==> src/hdl/acc_pkg.sv <==
// Constants and types for the analog comparator control block
package acc_pkg;

  localparam int unsigned CLK_HZ = 40000000;
  localparam int unsigned ADDR_W = 9;
  localparam int unsigned IDX_W = 7;

  // Register indices; byte address is four times the index
  localparam logic [6:0] IDX_CMP_CTRL = 7'h50;
  localparam logic [6:0] IDX_CONV_B = 7'h7b;
  localparam logic [6:0] IDX_PIN_BUF = 7'h7e;
  localparam logic [6:0] IDX_IRQ_STAT = 7'h60;
  localparam logic [6:0] IDX_IRQ_CLR = 7'h61;
  localparam logic [6:0] IDX_IRQ_EN = 7'h62;

  // Comparator control and status fields
  localparam int unsigned B_DISABLE = 7;
  localparam int unsigned B_BANDGAP = 6;
  localparam int unsigned B_RESULT = 5;
  localparam int unsigned B_FLAG = 4;
  localparam int unsigned B_IRQ_EN = 3;
  localparam int unsigned B_CAPTURE = 2;
  localparam int unsigned B_MODE_HI = 1;
  localparam int unsigned B_MODE_LO = 0;

  // Converter control B fields
  localparam int unsigned B_MUX_EN = 6;
  localparam int unsigned B_TRIG_HI = 2;
  localparam int unsigned B_TRIG_LO = 0;

  // Pin buffer disable fields
  localparam int unsigned B_NEG_OFF = 1;
  localparam int unsigned B_POS_OFF = 0;

  // Interrupt status fields
  localparam int unsigned IRQ_W = 2;
  localparam int unsigned I_EVENT = 0;
  localparam int unsigned I_TOGGLE = 1;

  localparam logic [7:0] RST_CMP_CTRL = 8'h00;
  localparam logic [7:0] RST_CONV_B = 8'h00;
  localparam logic [7:0] RST_PIN_BUF = 8'h00;
  localparam logic [1:0] RST_IRQ = 2'h0;

  // Synchroniser depth; result latency of one to two cycles
  localparam int unsigned SYNC_STAGES = 2;

  typedef enum logic [1:0] {
    ACC_MODE_TOGGLE = 2'b00,
    ACC_MODE_RSVD = 2'b01,
    ACC_MODE_FALL = 2'b10,
    ACC_MODE_RISE = 2'b11
  } acc_mode_e;

  typedef struct packed {
    logic power_off;
    logic bandgap_sel;
    logic neg_from_mux;
    logic [2:0] channel;
  } acc_analog_s;

  typedef struct packed {
    logic pos_pin;
    logic neg_pin;
    logic result;
  } acc_raw_s;

endpackage

==> src/hdl/acc_top.sv <==
// Analog comparator control: registers, input select, events, interrupts
//
// The Avalon-MM interface to the registers is this design's own decision.
`timescale 1ns/1ps
// Behaviour
// - Result bit reads one while positive input exceeds negative input.
// - Mux enabled and converter off: low channel bits pick channels 0 to 7.
// - Mux disabled or converter on: negative pin feeds negative input.
// - Converter control B: mux enable bit 6, trigger field 2:0, rest zero.
// - Disable bit 7 switches comparator power off; zero restores it.
// - Bandgap bit 6 selects bandgap as positive input, else positive pin.
// - Result bit 5 passes a synchroniser, one to two cycles latency.
// - Flag bit 4 set when synced result produces the selected event.
// - Flag cleared by vector execution or writing one; zero leaves it.
// - Request only while flag, enable bit 3 and global enable are set.
// - Capture bit 2 routes result to timer capture; otherwise none.
// - Mode 00 toggle, 01 reserved, 10 falling, 11 rising.
// - Pin buffer disable bits 1:0 turn buffers off; port bits read zero.
module acc_top #(
  parameter int unsigned ADDR_W = acc_pkg::ADDR_W
) (
  input wire logic clk,
  input wire logic arst_n,
  input wire logic [ADDR_W-1:0] avs_address,
  input wire logic avs_read,
  input wire logic avs_write,
  input wire logic [31:0] avs_writedata,
  input wire logic [3:0] avs_byteenable,
  output logic [31:0] avs_readdata,
  output logic avs_waitrequest,
  input wire acc_pkg::acc_raw_s raw_in,
  input wire logic converter_enable,
  input wire logic [2:0] channel_select_low,
  input wire logic global_irq_enable,
  input wire logic irq_vector_ack,
  output acc_pkg::acc_analog_s analog_ctrl,
  output logic pos_pin_buffer_en_n,
  output logic neg_pin_buffer_en_n,
  output logic pos_pin_read,
  output logic neg_pin_read,
  output logic capture_route_enable,
  output logic capture_input,
  output logic [2:0] trigger_select,
  output logic comparator_irq_req,
  output logic irq
);

  if (ADDR_W < acc_pkg::IDX_W + 2) begin : g_chk
    $error("acc_top: ADDR_W too small for the register map");
  end

  function automatic logic hit(input logic [ADDR_W-1:0] addr,
                               input logic [6:0] idx);
    hit = (addr[ADDR_W-1:2] == (ADDR_W-2)'(idx));
  endfunction

  // Bus handshake: one wait state per access
  logic ack_q;
  logic req;
  logic wr_go;
  logic rd_go;
  logic [7:0] wbyte;

  assign req = avs_read | avs_write;
  assign avs_waitrequest = req & ~ack_q;
  assign wr_go = avs_write & ack_q & avs_byteenable[0];
  assign rd_go = avs_read & ~ack_q;
  assign wbyte = avs_writedata[7:0];

  always_ff @(posedge clk or negedge arst_n) begin
    if (!arst_n) begin
      ack_q <= 1'b0;
    end else begin
      ack_q <= req & ~ack_q;
    end
  end

  logic wr_ctrl;
  logic wr_conv;
  logic wr_pin;
  logic wr_iclr;
  logic wr_ien;

  assign wr_ctrl = wr_go & hit(avs_address, acc_pkg::IDX_CMP_CTRL);
  assign wr_conv = wr_go & hit(avs_address, acc_pkg::IDX_CONV_B);
  assign wr_pin = wr_go & hit(avs_address, acc_pkg::IDX_PIN_BUF);
  assign wr_iclr = wr_go & hit(avs_address, acc_pkg::IDX_IRQ_CLR);
  assign wr_ien = wr_go & hit(avs_address, acc_pkg::IDX_IRQ_EN);

  // Synchronised pin and comparator levels
  acc_pkg::acc_raw_s raw_sync;

  acc_sync #(
    .WIDTH($bits(acc_pkg::acc_raw_s))
  ) u_sync (
    .clk(clk),
    .arst_n(arst_n),
    .async_in(raw_in),
    .sync_out(raw_sync)
  );

  logic result;

  assign result = raw_sync.result;

  // Comparator control fields
  logic disable_q;
  logic bandgap_q;
  logic irq_en_q;
  logic capture_q;
  logic [1:0] mode_q;

  always_ff @(posedge clk or negedge arst_n) begin
    if (!arst_n) begin
      disable_q <= acc_pkg::RST_CMP_CTRL[acc_pkg::B_DISABLE];
      bandgap_q <= acc_pkg::RST_CMP_CTRL[acc_pkg::B_BANDGAP];
      irq_en_q <= acc_pkg::RST_CMP_CTRL[acc_pkg::B_IRQ_EN];
      capture_q <= acc_pkg::RST_CMP_CTRL[acc_pkg::B_CAPTURE];
      mode_q <= acc_pkg::RST_CMP_CTRL[acc_pkg::B_MODE_HI:acc_pkg::B_MODE_LO];
    end else if (wr_ctrl) begin
      disable_q <= wbyte[acc_pkg::B_DISABLE];
      bandgap_q <= wbyte[acc_pkg::B_BANDGAP];
      irq_en_q <= wbyte[acc_pkg::B_IRQ_EN];
      capture_q <= wbyte[acc_pkg::B_CAPTURE];
      mode_q <= wbyte[acc_pkg::B_MODE_HI:acc_pkg::B_MODE_LO];
    end
  end

  // Converter control B fields
  logic mux_en_q;
  logic [2:0] trig_q;

  always_ff @(posedge clk or negedge arst_n) begin
    if (!arst_n) begin
      mux_en_q <= acc_pkg::RST_CONV_B[acc_pkg::B_MUX_EN];
      trig_q <= acc_pkg::RST_CONV_B[acc_pkg::B_TRIG_HI:acc_pkg::B_TRIG_LO];
    end else if (wr_conv) begin
      mux_en_q <= wbyte[acc_pkg::B_MUX_EN];
      trig_q <= wbyte[acc_pkg::B_TRIG_HI:acc_pkg::B_TRIG_LO];
    end
  end

  // Pin buffer disable
  logic pos_off_q;
  logic neg_off_q;

  always_ff @(posedge clk or negedge arst_n) begin
    if (!arst_n) begin
      pos_off_q <= acc_pkg::RST_PIN_BUF[acc_pkg::B_POS_OFF];
      neg_off_q <= acc_pkg::RST_PIN_BUF[acc_pkg::B_NEG_OFF];
    end else if (wr_pin) begin
      pos_off_q <= wbyte[acc_pkg::B_POS_OFF];
      neg_off_q <= wbyte[acc_pkg::B_NEG_OFF];
    end
  end

  assign pos_pin_buffer_en_n = pos_off_q;
  assign neg_pin_buffer_en_n = neg_off_q;

  // Port readback forced low while the buffer is off
  always_ff @(posedge clk or negedge arst_n) begin
    if (!arst_n) begin
      pos_pin_read <= 1'b0;
      neg_pin_read <= 1'b0;
    end else begin
      pos_pin_read <= raw_sync.pos_pin & ~pos_off_q;
      neg_pin_read <= raw_sync.neg_pin & ~neg_off_q;
    end
  end

  // Analog input selection
  logic use_mux;

  assign use_mux = mux_en_q & ~converter_enable;

  always_ff @(posedge clk or negedge arst_n) begin
    if (!arst_n) begin
      analog_ctrl <= '0;
    end else begin
      analog_ctrl.power_off <= disable_q;
      analog_ctrl.bandgap_sel <= bandgap_q;
      analog_ctrl.neg_from_mux <= use_mux;
      analog_ctrl.channel <= use_mux ? channel_select_low : 3'h0;
    end
  end

  // Timer capture routing
  assign capture_route_enable = capture_q;

  always_ff @(posedge clk or negedge arst_n) begin
    if (!arst_n) begin
      capture_input <= 1'b0;
    end else begin
      capture_input <= capture_q & result;
    end
  end

  assign trigger_select = trig_q;

  // Event detection on the synchronised result
  logic cmp_event;
  logic cmp_toggle;

  acc_edge u_edge (
    .clk(clk),
    .arst_n(arst_n),
    .level(result),
    .mode(acc_pkg::acc_mode_e'(mode_q)),
    .event_p(cmp_event),
    .toggle_p(cmp_toggle)
  );

  // Comparator flag; a new event wins over any clear
  logic flag_q;
  logic flag_clr;

  assign flag_clr = irq_vector_ack | (wr_ctrl & wbyte[acc_pkg::B_FLAG]);

  always_ff @(posedge clk or negedge arst_n) begin
    if (!arst_n) begin
      flag_q <= acc_pkg::RST_CMP_CTRL[acc_pkg::B_FLAG];
    end else if (cmp_event) begin
      flag_q <= 1'b1;
    end else if (flag_clr) begin
      flag_q <= 1'b0;
    end
  end

  assign comparator_irq_req = flag_q & irq_en_q & global_irq_enable;

  // System interrupt status, write-one-to-clear, set wins
  logic [acc_pkg::IRQ_W-1:0] istat_q;
  logic [acc_pkg::IRQ_W-1:0] ien_q;
  logic [acc_pkg::IRQ_W-1:0] iset;

  always_comb begin
    iset = '0;
    iset[acc_pkg::I_EVENT] = cmp_event;
    iset[acc_pkg::I_TOGGLE] = cmp_toggle;
  end

  always_ff @(posedge clk or negedge arst_n) begin
    if (!arst_n) begin
      istat_q <= acc_pkg::RST_IRQ;
    end else begin
      istat_q <= iset | (istat_q & ~(wr_iclr ? wbyte[acc_pkg::IRQ_W-1:0] : '0));
    end
  end

  always_ff @(posedge clk or negedge arst_n) begin
    if (!arst_n) begin
      ien_q <= acc_pkg::RST_IRQ;
    end else if (wr_ien) begin
      ien_q <= wbyte[acc_pkg::IRQ_W-1:0];
    end
  end

  assign irq = |(istat_q & ien_q);

  // Read data
  logic [7:0] rbyte;

  always_comb begin
    rbyte = 8'h00;
    if (hit(avs_address, acc_pkg::IDX_CMP_CTRL)) begin
      rbyte[acc_pkg::B_DISABLE] = disable_q;
      rbyte[acc_pkg::B_BANDGAP] = bandgap_q;
      rbyte[acc_pkg::B_RESULT] = result;
      rbyte[acc_pkg::B_FLAG] = flag_q;
      rbyte[acc_pkg::B_IRQ_EN] = irq_en_q;
      rbyte[acc_pkg::B_CAPTURE] = capture_q;
      rbyte[acc_pkg::B_MODE_HI:acc_pkg::B_MODE_LO] = mode_q;
    end else if (hit(avs_address, acc_pkg::IDX_CONV_B)) begin
      rbyte[acc_pkg::B_MUX_EN] = mux_en_q;
      rbyte[acc_pkg::B_TRIG_HI:acc_pkg::B_TRIG_LO] = trig_q;
    end else if (hit(avs_address, acc_pkg::IDX_PIN_BUF)) begin
      rbyte[acc_pkg::B_POS_OFF] = pos_off_q;
      rbyte[acc_pkg::B_NEG_OFF] = neg_off_q;
    end else if (hit(avs_address, acc_pkg::IDX_IRQ_STAT)) begin
      rbyte[acc_pkg::IRQ_W-1:0] = istat_q;
    end else if (hit(avs_address, acc_pkg::IDX_IRQ_EN)) begin
      rbyte[acc_pkg::IRQ_W-1:0] = ien_q;
    end
  end

  always_ff @(posedge clk or negedge arst_n) begin
    if (!arst_n) begin
      avs_readdata <= 32'h0000_0000;
    end else if (rd_go) begin
      avs_readdata <= {24'h00_0000, rbyte};
    end
  end

endmodule

==> src/hdl/acc_sync.sv <==
// Two flip-flop level synchroniser for asynchronous inputs
`timescale 1ns/1ps
module acc_sync #(
  parameter int unsigned WIDTH = 1
) (
  input wire logic clk,
  input wire logic arst_n,
  input wire logic [WIDTH-1:0] async_in,
  output logic [WIDTH-1:0] sync_out
);

  logic [WIDTH-1:0] meta_q;
  logic [WIDTH-1:0] sync_q;

  if (WIDTH < 1) begin : g_chk
    $error("acc_sync: WIDTH must be at least 1");
  end

  always_ff @(posedge clk or negedge arst_n) begin
    if (!arst_n) begin
      meta_q <= '0;
      sync_q <= '0;
    end else begin
      meta_q <= async_in;
      sync_q <= meta_q;
    end
  end

  assign sync_out = sync_q;

endmodule

==> src/hdl/acc_edge.sv <==
// Edge detector selecting toggle, falling or rising events
`timescale 1ns/1ps
module acc_edge (
  input wire logic clk,
  input wire logic arst_n,
  input wire logic level,
  input wire acc_pkg::acc_mode_e mode,
  output logic event_p,
  output logic toggle_p
);

  logic prev_q;

  always_ff @(posedge clk or negedge arst_n) begin
    if (!arst_n) begin
      prev_q <= 1'b0;
    end else begin
      prev_q <= level;
    end
  end

  assign toggle_p = level ^ prev_q;

  always_comb begin
    unique case (mode)
      acc_pkg::ACC_MODE_TOGGLE: event_p = toggle_p;
      acc_pkg::ACC_MODE_RSVD: event_p = 1'b0;
      acc_pkg::ACC_MODE_FALL: event_p = prev_q & ~level;
      acc_pkg::ACC_MODE_RISE: event_p = ~prev_q & level;
    endcase
  end

endmodule

==> config.mk <==
export PLATFORM = sky130hd
export DESIGN_NAME = acc_top
export DESIGN_NICKNAME = d
export VERILOG_FILES = /design/src/hdl/acc_pkg.sv /design/src/hdl/acc_top.sv /design/src/hdl/acc_sync.sv /design/src/hdl/acc_edge.sv
export SDC_FILE = /design/constraint.sdc
export NUM_CORES = 1
export LEC_CHECK = 0
export CAP_MARGIN = 10
export CORE_MARGIN = 4
export CORE_UTILIZATION = 62
export CTS_CLUSTER_DIAMETER = 100
export CTS_CLUSTER_SIZE = 14
export DETAILED_ROUTE_END_ITERATION = 16
export DONT_BUFFER_PORTS = 1
export PLACE_DENSITY = 0.87
export SLEW_MARGIN = 10
export SYNTH_ARGS = -nofsm -noshare
export SYNTH_HDL_FRONTEND = slang
export SYNTH_SLANG_ARGS = --single-unit
==> constraint.sdc <==
create_clock -name clk -period 2.3 [get_ports clk]
set_input_delay 0.345 -clock clk [delete_from_list [all_inputs] [get_ports clk]]
set_output_delay 0.345 -clock clk [all_outputs]
set_load 0.05 [all_outputs]
==> impl_metrics.tcl <==
set metrics [dict create \
    port-buffer-count 0 \
    r2r_cells 4 \
    setup_viol 0 \
    gp_congestion 0.794 \
    finalSetupTns_ns 0 \
    timing.fmax_mhz 552 \
    p_leak_nw 0.962 \
    path_depth 4 \
    synth.top_cell.area_share 0.539 \
    antenna_left 0 \
    relSlewSlack 0.623 \
    wl_per_cell_um 16.7 \
    worst-path-max-fanout 4 \
    clk_pin_slew_worst_paths_ns 0.12 \
    cts-root-buf "clkbuf_4" \
    fin_util 0.686 \
    grt_overflow 0 \
    clock-sinks 42 \
    worst-path-buf-inv 0 \
    core_area_um2 3030 \
    cp.required_ns 2.54 \
    layout-drive-gt1-share 0.178 \
    final_hold_viol_count 0 \
    finalMaxSlewViolations 0 \
    nNetsFinal 239 \
    tritoncts "yes" \
    grt_max_degree 43 \
    drc_errors 0 \
    final.setup_skew_ns 0.0123 \
    worstPathArrival_ns 2.05 \
    crit_path_start "ack_q" \
    reg2reg_from "ack_q" \
    cts_buffers 5 \
    cp-start-kind "flip-flop" \
    status "finished, final reports clean" \
    synthTopCellsByArea "dfrtp_1, buf_4, mux2_2, nand2_1, nor2b_1" \
    cts_setup_buffers 0 \
    die_w_um 64.1 \
    synthFlopType "dfrtp_1" \
    clock_latency_ns 0.34 \
    ys_seq_elements 42 \
    cp_slowest_cell "or3b_2" \
    grt_first_pass_wirelength_um 6060 \
    rows 20 \
    post-route-period-util 0.788 \
    syn_to_final_growth_pct 6.62 \
    irDropWorstVdd_v 0.000493 \
    crit_family "simple AND/OR/NAND/NOR gates" \
    via_per_inst 5.60 \
    die_y_um 64.1 \
    netlist_area_um2 1950 \
    r2r_slack_ns 0.49 \
    period_minus_slack_ns 1.81 \
    synth_edf_count 0 \
    syn_inst 169 \
    dr.pass1.iters 4 \
    p_per_area_nw_per_um2 781 \
    crit_end "pos_pin_buffer_en_n" \
    ctsLongestPathBuffers 2 \
    holdBufCountCts 4 \
    cts.repair.resized 0 \
    io_pins 108 \
    rsz0062_at_grt "no" \
    cp_cell_sequence "nand3_1 > or3b_2 > nor2b_1 > mux2_2" \
    hold_path.class "in -> reg" \
    grt_pass1_vias 1242 \
    htreeDepth 2 \
    synth_most_common_cell "dfrtp_1" \
    grt_util_all_layers 0.193 \
    initial_core_util 0.643 \
    ys_types 36 \
    fp.dieArea_um2 4100 \
    path_class "reg -> reg" \
    async_flop_share 1.00 \
    yosysWarnings 0 \
    hpwlAfterDp_um 2800 \
    wl_um 3740 \
    yosysTopAreaCell "dfrtp_1" \
    synth_common_cells "dfrtp_1, buf_4, mux2_2, nand2_1, nor2_1" \
    dr_total_vias 1254 \
    r2r_end "pos_pin_buffer_en_n" \
    cpPeakStageDelay_ns 0.52 \
    worst_pin_slew_ns 0.562 \
    drt_iter0_markers 42 \
    cap_violations 0 \
    antenna_found_initial 0 \
    n_antenna_cell 0 \
    syn_avg_cell_area_um2 11.5 \
    ys_seq_area_frac 0.539 \
    cp-end-kind "flip-flop" \
]
final cells by class:
type                       instances  area, um2
clock buffer                       6       51.3
clock inverter                     2       60.1
fill                             231        951
tap                               44       55.1
multi-input combinational        120        773
sequential                        42       1050
timing repair buffer               7       75.1
inverter                           3       11.3
flip-flops by register name, summed over array words and instances (netlist names), 2 cells and up:
register,cells
avs_readdata,8
analog_ctrl,6
trigger_select,3
u_sync.meta_q,3
u_sync.sync_out,3
ien_q,2
istat_q,2
mode_q,2
cells in the final DEF (no fill, tap or decap), types with 2 or more instances in the layout:
cell and count:
a21oi_1 3, or3_1 2, and2_1 4, nor3_1 3, nor2b_1 7, o211ai_1 2
nand2_1 14, inv_1 3, a221oi_1 2, o21ai_0 3, ha_1 2, nand3_1 4
bufinv_16 2, nor3b_1 2, dlygate4sd3_1 4, o221ai_2 2, dfrtp_1 42, and3_1 3
nand2b_1 2, clkbuf_4 5, buf_4 2, mux2_2 14, a2bb2oi_1 4, nor2_1 11
conb_1 24
per-stage QoR:
stage               std cells  hold WS [ns]  cell area [um2]  power (mW)  setup WS [ns]
CTS                       223       0.00594             2070        1.63          0.499
global route              224        0.0694             2080        1.69          0.393
finish                    224        0.0858             2080        1.62          0.488
global placement          211        0.0507             1910        1.01          0.352
floorplan                 192        0.0494             2030        1.03          0.522
detailed placement        211        0.0505             1910        1.02          0.346
how the worst min path moves through the flow:
stage	from	to	slack (ns)	depth (start not counted)
2_1_floorplan	arst_n	ack_q	0.05	0
3_3_place_gp	arst_n	ack_q	0.05	0
6_report	converter_enable	analog_ctrl[3]	0.09	1
3_5_place_dp	arst_n	ack_q	0.05	0
4_1_cts	raw_in[0]	u_sync.meta_q[0]	0.006	0
5_1_grt	converter_enable	analog_ctrl[3]	0.07	1
metal layers:
metal / track usage / wire [um]
met2: 0.333 / 1930
met5: 0 / 0
met3: 0.0826 / 416
met1: 0.212 / 1340
met4: 0.0674 / 63
cell families (layout without fill, tap and decap cells):
logic type	count (synthesis)	in the layout	share of synthesized area
DFF	42	42	0.540
buffers and inverters	30	18	0.108
and+or+nand+nor	58	58	0.164
adders and majority gates	2	2	0.0128
other	1	24	0.00192
muxes	15	15	0.0861
AOI/OAI and AO/OA	21	21	0.0873
power by group:
group          switching [mW]  internal [mW]  total (mW)
combinational           0.150         0.0431       0.193
sequential             0.0688          0.764       0.833
clock                   0.228          0.368       0.596
No activity file was read; power rests on OpenSTA's default activity.
